## src/logic/lfd_pkg.sv

```systemverilog
/*
 * Constants, register map and gamma table of the LED fade and dimming controller.
 * Assumes a single 50 MHz clock shared by all modules that import it.
 */
`default_nettype none
package lfd_pkg;
    localparam int CLK_MHZ = 50;
    localparam int DEB_TIME_US = 37000;
    localparam int DEB_CYC = DEB_TIME_US * CLK_MHZ;
    localparam int GAMMA_LAST = 62;
    localparam int FADE_UNIT_US = 7000;
    localparam int FADE_UNIT_CYC = FADE_UNIT_US * CLK_MHZ / GAMMA_LAST;
    localparam int INSTANT_TIME_NS = 75000;
    localparam int INSTANT_STEP_CYC = INSTANT_TIME_NS * CLK_MHZ / 1000 / GAMMA_LAST;
    localparam int PWM_FREQ_HZ = 220;
    localparam int PWM_FULL = 1000;
    localparam int PWM_PRESC_CYC = CLK_MHZ * 1000000 / PWM_FREQ_HZ / PWM_FULL;
    localparam int IVL_W = 24;

    // register offsets
    localparam logic [7:0] ADDR_CFG = 8'h01;
    localparam logic [7:0] ADDR_AUX = 8'h02;
    localparam logic [7:0] ADDR_FON = 8'h03;
    localparam logic [7:0] ADDR_FOFF = 8'h04;
    localparam logic [7:0] ADDR_CUR1 = 8'h05;
    localparam logic [7:0] ADDR_CUR2 = 8'h06;
    localparam logic [7:0] ADDR_DIM = 8'h07;
    localparam logic [7:0] ADDR_STEP = 8'h0b;

    // field positions
    localparam int CFG_SW_MODE = 0;
    localparam int CFG_DIM_EXT = 1;
    localparam int CFG_FOFF_SRC = 2;
    localparam int CFG_FON_SRC = 3;
    localparam int AUX_EN_BIT = 4;
    localparam int DIM_GROUP_BIT = 7;
    localparam int DIM_UV_BIT = 2;

    // reset values
    localparam logic [7:0] CFG_RST = 8'h00;
    localparam logic [7:0] AUX_RST = 8'h00;
    localparam logic [7:0] FADE_RST = 8'h64;
    localparam logic [7:0] CUR_RST = 8'h00;

    // gamma levels on a 0..1000 scale, entry 62 listed first
    localparam logic [62:0][9:0] GAMMA = {
        10'd1000, 10'd956, 10'd914, 10'd874, 10'd836, 10'd798, 10'd760,
        10'd722, 10'd684, 10'd654, 10'd624, 10'd594, 10'd564, 10'd534, 10'd504,
        10'd482, 10'd460, 10'd438, 10'd416, 10'd394, 10'd372, 10'd354, 10'd336,
        10'd318, 10'd300, 10'd282, 10'd264, 10'd250, 10'd236, 10'd222, 10'd208,
        10'd194, 10'd180, 10'd170, 10'd160, 10'd150, 10'd140, 10'd130, 10'd120,
        10'd112, 10'd104, 10'd96, 10'd88, 10'd80, 10'd72, 10'd66, 10'd60,
        10'd54, 10'd48, 10'd42, 10'd36, 10'd32, 10'd28, 10'd24, 10'd20,
        10'd16, 10'd12, 10'd10, 10'd8, 10'd6, 10'd4, 10'd2, 10'd0};
endpackage
`default_nettype wire

```

## src/logic/lfd_ramp_if.sv

```systemverilog
/*
 * Command and status bundle between the controller and one ramp engine.
 * Assumes both ends sit on the same clock.
 */
`default_nettype none
interface lfd_ramp_if;
    logic cmd_on;
    logic cmd_off;
    logic clear;
    logic [23:0] on_ivl;
    logic [23:0] off_ivl;
    logic [5:0] step;
    modport ctl (output cmd_on, output cmd_off, output clear, output on_ivl, output off_ivl, input step);
    modport eng (input cmd_on, input cmd_off, input clear, input on_ivl, input off_ivl, output step);
endinterface
`default_nettype wire

```

## src/logic/lfd_ctrl.sv

```systemverilog
/*
 * Top of the LED fade and dimming controller: register port, enable
 * debouncing, channel latches, internal gamma pwm, aux channel and supply
 * handling. Assumes one 50 MHz clock; pins and supply flags are asynchronous
 * and are synchronised here; timing pins arrive as 8-bit digitised values.
 */
`default_nettype none
module lfd_ctrl import lfd_pkg::*; #(
    parameter int DEBOUNCE_CYC = DEB_CYC,
    parameter int STEP_UNIT_CYC = FADE_UNIT_CYC,
    parameter int INSTANT_CYC = INSTANT_STEP_CYC,
    parameter int PRESC_CYC = PWM_PRESC_CYC
) (
    input wire logic clk,
    input wire logic rst_n,
    input wire logic [7:0] addr,
    input wire logic [7:0] wdata,
    input wire logic wr,
    input wire logic rd,
    output logic [7:0] rdata,
    input wire logic [1:0] main_channel_enable_pins,
    input wire logic aux_channel_enable,
    input wire logic [7:0] fade_on_timing_pin,
    input wire logic [7:0] fade_off_timing_pin,
    input wire logic undervoltage,
    input wire logic supply_lost,
    output logic [1:0] main_led_outputs,
    output logic [15:0] main_current_codes,
    output logic aux_led_output,
    output logic [3:0] aux_current_scale
);
    typedef struct packed {
        logic [1:0] en_s1;
        logic [1:0] en_s2;
        logic aux_s1;
        logic aux_s2;
        logic uv_s1;
        logic uv_s2;
        logic lost_s1;
        logic lost_s2;
        logic [7:0] ton_s1;
        logic [7:0] ton_s2;
        logic [7:0] toff_s1;
        logic [7:0] toff_s2;
        logic [7:0] cfg;
        logic [7:0] aux;
        logic [7:0] fon;
        logic [7:0] foff;
        logic [1:0][7:0] cur;
        logic group;
        logic [1:0] on;
        logic [7:0] pre;
        logic [9:0] pwm;
        logic [7:0] rdata;
        logic [1:0] gate;
        logic aux_out;
        logic [3:0] aux_scale;
    } lfd_ctrl_t;
    lfd_ctrl_t s_q, s_d;

    logic [2:0] deb_in, deb_lvl, deb_rise, deb_fall;
    logic [1:0] cmd_on, cmd_off;
    logic [1:0][5:0] step;
    logic [23:0] on_ivl, off_ivl;
    logic pulse_mode, ext_mode;

    // zero selects the near-instant step time, otherwise count times unit
    function automatic logic [23:0] step_ivl(input logic [7:0] cnt);
        if (cnt == 8'h00) return 24'(INSTANT_CYC);
        return 24'(cnt) * 24'(STEP_UNIT_CYC);
    endfunction

    assign pulse_mode = s_q.cfg[CFG_SW_MODE];
    assign ext_mode = s_q.cfg[CFG_DIM_EXT];

    // register or pin source for each fade direction
    assign on_ivl = step_ivl(s_q.cfg[CFG_FON_SRC] ? s_q.fon : s_q.ton_s2);
    assign off_ivl = step_ivl(s_q.cfg[CFG_FOFF_SRC] ? s_q.foff : s_q.toff_s2);

    // two enable pins and the group bit all pass the same filter, even when fades are cancelled
    assign deb_in = {s_q.group, s_q.en_s2};
    genvar gi;
    generate
        for (gi = 0; gi < 3; gi++) begin : g_deb
            lfd_debounce #(
                .CYC(DEBOUNCE_CYC)
            ) u_deb (
                .clk(clk),
                .rst_n(rst_n),
                .din(deb_in[gi]),
                .level(deb_lvl[gi]),
                .rise(deb_rise[gi]),
                .fall(deb_fall[gi])
            );
        end
    endgenerate

    // per-channel commands; the register group bit outranks the pin
    always_comb begin
        cmd_on = '0;
        cmd_off = '0;
        for (int i = 0; i < 2; i++) begin
            if (!ext_mode && deb_rise[2]) begin
                cmd_on[i] = 1'b1;
            end else if (!ext_mode && deb_fall[2]) begin
                cmd_off[i] = 1'b1;
            end else if (pulse_mode) begin
                // a qualified low press flips the latch
                cmd_on[i] = deb_fall[i] & ~s_q.on[i];
                cmd_off[i] = deb_fall[i] & s_q.on[i];
            end else begin
                // rising turns on only if off, falling off only if on
                cmd_on[i] = deb_rise[i] & ~s_q.on[i];
                cmd_off[i] = deb_fall[i] & s_q.on[i];
            end
        end
    end

    // one ramp engine per channel, fed only by its own commands
    generate
        for (gi = 0; gi < 2; gi++) begin : g_ch
            lfd_ramp_if rif ();
            assign rif.cmd_on = cmd_on[gi];
            assign rif.cmd_off = cmd_off[gi];
            assign rif.clear = s_q.lost_s2;
            assign rif.on_ivl = on_ivl;
            assign rif.off_ivl = off_ivl;
            assign step[gi] = rif.step;
            lfd_ramp u_ramp (
                .clk(clk),
                .rst_n(rst_n),
                .rif(rif.eng)
            );
        end
    endgenerate

    // state update: synchronisers, registers, latches, pwm and outputs
    always_comb begin
        s_d = s_q;
        // pin synchronisers, first stage read only by the second
        s_d.en_s1 = main_channel_enable_pins;
        s_d.en_s2 = s_q.en_s1;
        s_d.aux_s1 = aux_channel_enable;
        s_d.aux_s2 = s_q.aux_s1;
        s_d.uv_s1 = undervoltage;
        s_d.uv_s2 = s_q.uv_s1;
        s_d.lost_s1 = supply_lost;
        s_d.lost_s2 = s_q.lost_s1;
        s_d.ton_s1 = fade_on_timing_pin;
        s_d.ton_s2 = s_q.ton_s1;
        s_d.toff_s1 = fade_off_timing_pin;
        s_d.toff_s2 = s_q.toff_s1;

        // register writes
        if (wr) begin
            if (addr == ADDR_CFG) begin
                s_d.cfg = wdata;
            end else if (addr == ADDR_AUX) begin
                s_d.aux = wdata;
            end else if (addr == ADDR_FON) begin
                s_d.fon = wdata;
            end else if (addr == ADDR_FOFF) begin
                s_d.foff = wdata;
            end else if (addr == ADDR_CUR1) begin
                s_d.cur[0] = wdata;
            end else if (addr == ADDR_CUR2) begin
                s_d.cur[1] = wdata;
            end else if (addr == ADDR_DIM) begin
                s_d.group = wdata[DIM_GROUP_BIT];
            end
        end

        // read data valid in the cycle after the strobe only
        s_d.rdata = 8'h00;
        if (rd) begin
            if (addr == ADDR_CFG) begin
                s_d.rdata = s_q.cfg;
            end else if (addr == ADDR_AUX) begin
                s_d.rdata = s_q.aux;
            end else if (addr == ADDR_FON) begin
                s_d.rdata = s_q.fon;
            end else if (addr == ADDR_FOFF) begin
                s_d.rdata = s_q.foff;
            end else if (addr == ADDR_CUR1) begin
                s_d.rdata = s_q.cur[0];
            end else if (addr == ADDR_CUR2) begin
                s_d.rdata = s_q.cur[1];
            end else if (addr == ADDR_DIM) begin
                // low bits are status only
                s_d.rdata = {s_q.group, 4'h0, s_q.uv_s2, s_q.on};
            end else if (addr == ADDR_STEP) begin
                s_d.rdata = {2'b00, (s_q.on[1] ? step[1] : step[0])};
            end
        end

        // latched channel states follow the commands, supply loss wipes them
        for (int i = 0; i < 2; i++) begin
            if (cmd_on[i]) s_d.on[i] = 1'b1;
            else if (cmd_off[i]) s_d.on[i] = 1'b0;
        end
        if (s_q.lost_s2) s_d.on = 2'b00;

        // internal pwm: prescaler then a 0..999 phase counter
        if (s_q.pre == 8'(PRESC_CYC - 1)) begin
            s_d.pre = 8'h00;
            s_d.pwm = (s_q.pwm == 10'(PWM_FULL - 1)) ? 10'd0 : s_q.pwm + 10'd1;
        end else begin
            s_d.pre = s_q.pre + 8'h01;
        end

        // main gates; undervoltage forces them off but keeps the latches
        for (int i = 0; i < 2; i++) begin
            if (s_q.uv_s2) begin
                s_d.gate[i] = 1'b0;
            end else if (ext_mode) begin
                s_d.gate[i] = s_q.group;
            end else begin
                s_d.gate[i] = s_q.pwm < GAMMA[step[i]];
            end
        end

        // aux channel: pin or bit, no ramp, so a pwm on the pin passes through
        s_d.aux_out = ~s_q.uv_s2 & (s_q.aux_s2 | s_q.aux[AUX_EN_BIT]);
        s_d.aux_scale = (s_q.aux[2:0] == 3'd0) ? 4'd8 : {1'b0, s_q.aux[2:0]};
    end

    // all state clears at reset, latches to off; fade registers and aux scale load their reset values
    always_ff @(posedge clk) begin
        if (!rst_n) begin
            s_q <= '0;
            s_q.cfg <= CFG_RST;
            s_q.aux <= AUX_RST;
            s_q.fon <= FADE_RST;
            s_q.foff <= FADE_RST;
            s_q.cur <= {CUR_RST, CUR_RST};
            s_q.aux_scale <= 4'd8;
        end else begin
            s_q <= s_d;
        end
    end

    assign rdata = s_q.rdata;
    assign main_led_outputs = s_q.gate;
    assign main_current_codes = s_q.cur;
    assign aux_led_output = s_q.aux_out;
    assign aux_current_scale = s_q.aux_scale;
endmodule
`default_nettype wire

```

## src/logic/lfd_debounce.sv

```systemverilog
/*
 * Stable-level debounce filter with edge pulses.
 * Assumes the input is already synchronised to clk.
 */
`default_nettype none
module lfd_debounce import lfd_pkg::*; #(
    parameter int CYC = DEB_CYC
) (
    input wire logic clk,
    input wire logic rst_n,
    input wire logic din,
    output logic level,
    output logic rise,
    output logic fall
);
    typedef struct packed {
        logic lvl;
        logic rise;
        logic fall;
        logic [23:0] cnt;
    } lfd_deb_t;
    lfd_deb_t s_q, s_d;

    // a new level is taken only after it held for the whole interval
    always_comb begin
        s_d = s_q;
        s_d.rise = 1'b0;
        s_d.fall = 1'b0;
        if (din == s_q.lvl) begin
            s_d.cnt = '0;
        end else if (s_q.cnt == 24'(CYC - 1)) begin
            s_d.cnt = '0;
            s_d.lvl = din;
            s_d.rise = din;
            s_d.fall = ~din;
        end else begin
            s_d.cnt = s_q.cnt + 24'd1;
        end
    end

    always_ff @(posedge clk) begin
        if (!rst_n) s_q <= '0;
        else s_q <= s_d;
    end

    assign level = s_q.lvl;
    assign rise = s_q.rise;
    assign fall = s_q.fall;
endmodule
`default_nettype wire

```

## src/logic/lfd_ramp.sv

```systemverilog
/*
 * Gamma step engine of one main channel: walks step 0..62 up or down.
 * Assumes interval values of at least one cycle from the controller.
 */
`default_nettype none
module lfd_ramp import lfd_pkg::*; (
    input wire logic clk,
    input wire logic rst_n,
    lfd_ramp_if.eng rif
);
    typedef struct packed {
        logic up;
        logic [5:0] step;
        logic [23:0] tmr;
    } lfd_ramp_t;
    lfd_ramp_t s_q, s_d;
    logic [23:0] ivl;

    // one step per interval; a new command reverses from where it is
    always_comb begin
        s_d = s_q;
        ivl = s_q.up ? rif.on_ivl : rif.off_ivl;
        if (rif.clear) begin
            s_d = '0;
        end else if (rif.cmd_on || rif.cmd_off) begin
            s_d.up = rif.cmd_on;
            s_d.tmr = '0;
        end else if (s_q.tmr >= ivl - 24'd1) begin
            s_d.tmr = '0;
            if (s_q.up && s_q.step != 6'(GAMMA_LAST)) s_d.step = s_q.step + 6'd1;
            else if (!s_q.up && s_q.step != 6'd0) s_d.step = s_q.step - 6'd1;
        end else begin
            s_d.tmr = s_q.tmr + 24'd1;
        end
    end

    always_ff @(posedge clk) begin
        if (!rst_n) s_q <= '0;
        else s_q <= s_d;
    end

    assign rif.step = s_q.step;
endmodule
`default_nettype wire

```

## config.mk

```make
export PLATFORM = sky130hd
export DESIGN_NAME = lfd_ctrl
export DESIGN_NICKNAME = d
export VERILOG_FILES = /design/src/logic/lfd_pkg.sv /design/src/logic/lfd_ramp_if.sv /design/src/logic/lfd_ctrl.sv /design/src/logic/lfd_debounce.sv /design/src/logic/lfd_ramp.sv
export SDC_FILE = /design/constraint.sdc
export NUM_CORES = 1
export LEC_CHECK = 0
export ABC_AREA = 1
export CORE_MARGIN = 1.5
export CORE_UTILIZATION = 50
export DETAILED_ROUTE_END_ITERATION = 7
export DONT_BUFFER_PORTS = 1
export PLACE_DENSITY = 0.64
export SLEW_MARGIN = 25
export SYNTH_ARGS = -nofsm -noshare
export SYNTH_HDL_FRONTEND = slang
export SYNTH_SLANG_ARGS = --single-unit
```

## constraint.sdc

```tcl
create_clock -name clk -period 19.7 [get_ports clk]
set_input_delay 0.985 -clock clk [delete_from_list [all_inputs] [get_ports clk]]
set_output_delay 0.985 -clock clk [all_outputs]
set_load 0.01 [all_outputs]
```

# Word-level counts from Yosys, hierarchy flattened
# Memory sizes are Yosys's and may differ from the RTL's. A register that Yosys moved wholly into a read port is not among the register bits.
# Cells that the tools add are included.
dict set report word_totals {
  regBits 269
  mem_bits_ro 1280
  out_inout_bits 31
  wordCells 208
  memories 2
}
# memory words width read_ports rd_clocked_by_memory_dff write_ports line
set mem_list {}
lappend mem_list {{(name not given)} 64 10 1 1 0 lfd_ctrl.sv:218} ;# s_d.gate[i] = s_q.pwm < GAMMA[step[i]];
lappend mem_list {{(name not given)} 64 10 1 1 0 lfd_ctrl.sv:218}
dict set report classes {
  addsub 13
  mul 2
  order_cmp 6
  eq_ne 18
  mux 47
  bitwise 29
  reduce_logical 45
}
# op count
set ops {}
lappend ops {{$mux W24} 6}
lappend ops {{$add A24 B1 Y24 const B} 5}
lappend ops {{$eq A24 B21 Y1 const B} 3}
lappend ops {{$mux W8} 9}
lappend ops {{$mux W6} 10}
lappend ops {{$ge A24 B24 Y1} 2}
lappend ops {{$sub A24 B1 Y24 const B} 2}
lappend ops {{$mul A8 B13 Y21 const B} 2}
lappend ops {{$eq A8 B3 Y1 const B} 4}
lappend ops {{$mux W10} 3}
lappend ops {{$not A1 Y1} 21}
lappend ops {{$lt A10 B10 Y1} 2}
lappend ops {{$mux W1} 18}
lappend ops {{$reduce_or A3 Y1} 6}
lappend ops {{$eq A8 B2 Y1 const B} 2}
lappend ops {{$logic_not A8 Y1} 2}
lappend ops {{$lt A6 B7 Y1 const B} 2}
lappend ops {{$add A6 B1 Y6 const B} 2}
lappend ops {{$ne A6 B6 Y1 const B} 2}
lappend ops {{$reduce_bool A6 Y1} 2}
lappend ops {{$sub A6 B1 Y6 const B} 2}
lappend ops {{$add A10 B1 Y10 const B} 1}
lappend ops {{$eq A10 B10 Y1 const B} 1}
lappend ops {{$reduce_and A2 Y1} 5}
lappend ops {{other kinds (21)} 46}

# Logic depth before layout (Yosys ltp)
dict set report depth {
  word_depth 10
  depth_mapped 52
  mapped_depth_nobuf 51
}

# By module
# Synthesis repeated with hierarchy kept, for this count alone.
dict set report hier_totals {
  cells_unflattened 3118
  area_unflattened_um2 21286.7
}
# mod n_inst cells_per_inst area_each_um2
set modules_own_cells {}
lappend modules_own_cells {lfd_ctrl 1 1494 10527.6}
lappend modules_own_cells {lfd_debounce 3 214 1470.2}
lappend modules_own_cells {{lfd_ramp (g_ch[0].u_ramp)} 1 485 3183.1}
lappend modules_own_cells {{lfd_ramp (g_ch[1].u_ramp)} 1 497 3165.5}

# Worst setup path before layout
# No wires, ideal clock.
dict set report synth_path {
  kind {reg2reg}
  startpoint {register s_q[78] (netlist name)}
  endpoint {register (tool-made name)}
  setup_time_ns 0.109
  t_arrival_ns 6.270
  setup_slack_ns 13.321
  path_stages_with_launch 45
  n_path_buf 2
  synth_period_minus_slack_ns 6.379
  path_cell_list {dfxtp_1 > buf_6 > clkbuf_1 > o21ai_0 > inv_1 > ha_1 > ha_1 > inv_1 > fa_1 > inv_1 > ha_1 > inv_1 > fa_1 > inv_1 > nand3_1 > nand2_1 > nand2_1 > nand2_1 > [9 not listed] > ha_1 > a21oi_1 > o21ai_0 > nor2_1 > nand3_1 > nand2_2 > nand2_1 > nand2_1 > nand2_1 > ha_1 > inv_1 > nand2_1 > nand2_1 > inv_1 > a21oi_1 > nand2_1 > nand2_1 > inv_1}
}
# element line
set synth_rtl {}
lappend synth_rtl {{start: declaration} lfd_ctrl.sv:59} ;# lfd_ctrl_t s_q, s_d;

==> results by group <==
Critical path
  – Critical Path RT: 20.20 ns
  – FF-to-FF setup slack: 11.87 ns
  – Worst Path Arrival: 8.33 ns
  – Critical R2R Launch: s_q[79]
  – Worst path top cell family by delay: simple AND/OR/NAND/NOR gates
  – CP max stage cell: dfxtp_1
  – Critical path endpoint category: flop
  – CP Max Fanout: 14
  – Crit start category: flop
  – CP max stage delay: 0.57 ns
  – Worst path most repeated cell: nand2_1
  – WP buf/inv: 5
  – Critical Setup Path Class: flop to flop
  – R2r worst-path depth: 35

Timing
  – Minimum clock period: 7.83 ns
  – Worst slew pin tran: 0.998 ns
  – Unrepaired setup endpoints after global routing: false
  – Slew headroom: 33.2%
  – Clock Skew: 0.0106 ns
  – Final setup violation count: 0
  – Setup TNS: 0 ns
  – Fin crit share: 39.7%
  – Fmax achieved: 0.128 GHz
  – Pins Over Slew Limit: 0
  – Fin worst setup slack: 11.87 ns
  – Final-report hold violation count: 0

Yosys
  – Distinct cell type count after synthesis: 62
  – Register area share after synthesis: 27.8%
  – Synth area leader: dfxtp_1
  – Synth Area in Compound Gates: 11.5%
  – Yosys top cell area share: 27.8%
  – Post-Synth Adder-Cell Area: 15.3%
  – Post-Synth Simple-Gate Area: 31.5%
  – Yosys reg bits: 285
  – Yosys warns: 0
  – Synth area leaders: dfxtp_1 28%, ha_1 13%, nand2_1 13%, inv_1 8.1%, nor2_1 4.9%
  – Largest family of logic cells by synthesized area: simple AND/OR/NAND/NOR gates
  – Synthesized Nets: 3275
  – Xor/xnor cell area share of the yosys netlist: 2.86%
  – Synthesized instance count: 2998
  – Mux share of post-synthesis cell area: 0.0487%
  – Post-Syn Area: 0.0205 mm^2
  – Syn Area/Cell: 6.85 um^2

Global routing
  – GR Overflow Total: 0
  – Antenna violations before repair: 0
  – Vias in the first global route: 17507
  – Gr usage total: 24.3%
  – Global-route wire length before repair: 84500 um
  – Largest net degree at the start of global routing: 95

Pwr
  – Pleak: 10.5 nW
  – Worst VDD drop: 0.0716 mV
  – PD cells: 63.7 mW/mm^2

Layout
  – Layout cell share with drive strength beyond 1: 5.25%
  – Most frequent cells in the layout: 697 x nand2_1, 443 x inv_1, 285 x dfxtp_1, 268 x nor2_1, 212 x ha_1
  – Area delta synth->final: 6.22%
  – Most common cell after layout, fill and taps aside: nand2_1
  – Filler cell count: 4014
  – # diodes: 0
  – Post-Layout Cell Count: 3506
  – Total Nets Final: 3226

Route
  – Vias per inst: 5.30
  – Drt wl/cell: 14.7 um
  – DR iter-0 viols: 1195
  – Total number of vias: 18587
  – Drt drc: 0
  – Final WL: 51500 um
  – Total iterations of the first detailed-routing run: 6
  – Post-DRT Antenna Nets: 0

CTS
  – Longest Clk Path Bufs: 3
  – Hold Buf Count CTS: 0
  – H-tree levels: 1
  – Post-CTS Resized: 0
  – Clock slew at reported path FFs: 0.06 ns
  – Clk_lat worst skew: 0.60 ns
  – CTS buffer count: 31
  – Root Driver: clkbuf_16
  – Clock sinks: 285
  – Post-CTS Setup Bufs: 0
  – TritonCTS clock tree: built

Floorplanning
  – Core footprint: 0.0406 mm^2
  – Die X: 206 um
  – Die height: 206 um
  – Initial Util: 50.5%
  – DIE AREA: 0.0423 mm^2
  – # IOs: 72
  – Cell Rows: 74

Min path
  – Hold depth: 2
  – Hold WC Path Type: flop to flop
  – Hold path start: s_d[104]
  – Hold worst-path end: s_q[104]

Flow run
  – Max-Cap Viols: 0

Place
  – Post-DP HPWL: 40800 um
  – Placed cell count: 3448
  – Setup Slack @ Placement: 11.93 ns
  – Placer Congestion: 0.987
  – Port Buf Inserts: 0

Outcome
  – Outcome: finished, final reports clean
## worst reg2reg max path, delay by kind of cell, from the launching register on
kind,cells,cell delay (ns)
compound gates,2,0.39
fa+ha+maj,6,2.18
buf+inv,5,0.88
flops,1,0.57
simple gates,22,3.72
## power breakdown
group	internal [mW]	switching, mW
sequential	0.582	0.00342
combinational	0.0606	0.120
clock	0.379	0.246
## registers in the layout (all words and copies together) (netlist names), 2 cells and up, named ones only
signal / cells
deb_in: 3
s_d: 21
aux_current_scale: 4
s_q: 67
g_ch.u_ramp.s_q: 49
g_deb.u_deb.rise: 3
main_current_codes: 16
g_deb.u_deb.level: 3
main_led_outputs: 2
g_deb.u_deb.s_q: 72
rdata: 8
g_ch.u_ramp.rif.step: 12
g_deb.u_deb.fall: 3
## cells in the mapped netlist, drive strengths merged
master and n:
and2 2, nor3b 31, or3 5, clkinv 5, clkbuf 28, a41o 1
a21o 1, nor2 285, a22oi 1, fa 24, inv 457, o31ai 1
o211ai 7, a31oi 9, a21boi 10, o21bai 6, dfxtp 285, o41ai 2
o221ai 6, nand3b 16, a211oi 5, a221oi 1, a22o 1, o22ai 6
mux2i 1, o21ai 151, xnor2 23, nand4 64, xor2 44, buf 59
nor4 19, or2 17, and3 3, a2111oi 1, a21oi 200, o21a 17
nor3 80, nand3 193, nand2 719, ha 212
## logic make-up (layout without fill, tap and decap cells)
kind of cell / after synthesis / in the layout
AO/OA/AOI/OAI: 426 / 426
XOR/XNOR: 67 / 67
adder cells (fa/ha/maj): 236 / 236
buffers and inverters: 549 / 525
flip-flops: 285 / 285
multiplexers: 1 / 1
AND/OR/NAND/NOR: 1434 / 1434
## layer usage
metal / wire (um) / share of wire, % / track usage, %
met1: 24000 / 47 / 31.6
met5: 0 / 0 / 0
met3: 2270 / 4.4 / 3.82
met4: 1680 / 3.3 / 8.16
met2: 23500 / 46 / 40.9
## through the flow
step	hold WS (ns)	power (mW)	utilization [%]	instance area, um^2
2_1_floorplan	0.390	0.739	-	20500
3_3_place_gp	0.394	0.776	51.0	20700
3_5_place_dp	0.398	0.778	51.0	20700
4_1_cts	0.414	1.41	53.7	21800
5_1_grt	0.427	1.46	53.7	21800
6_report	0.411	1.39	53.7	21800
## worst max-delay path by stage
stage                        from   end  slack (ns)  depth (start not counted)
after global routing      s_q[79]  flop       11.10                         39
final                     s_q[79]  flop       11.87                         35
after floorplan           s_q[78]  flop       13.32                         44
after detailed placement  s_q[79]  flop       11.93                         35
after CTS                 s_q[79]  flop       11.87                         35
after global placement    s_q[79]  flop       12.03                         40
## layout make-up
type                            count  area, um^2  share of cell area (%)
Clock buffer                       44         885                    4.05
Multi-Input combinational cell   2164       12600                    57.6
Inverter                          462        1740                    7.96
Sequential cell                   285        5710                    26.1
Timing Repair Buffer                5        37.5                   0.172
Tap cell                          532         666                    3.05
Clock inverter                     14         220                    1.01
No activity file was read; power rests on OpenSTA's default activity.
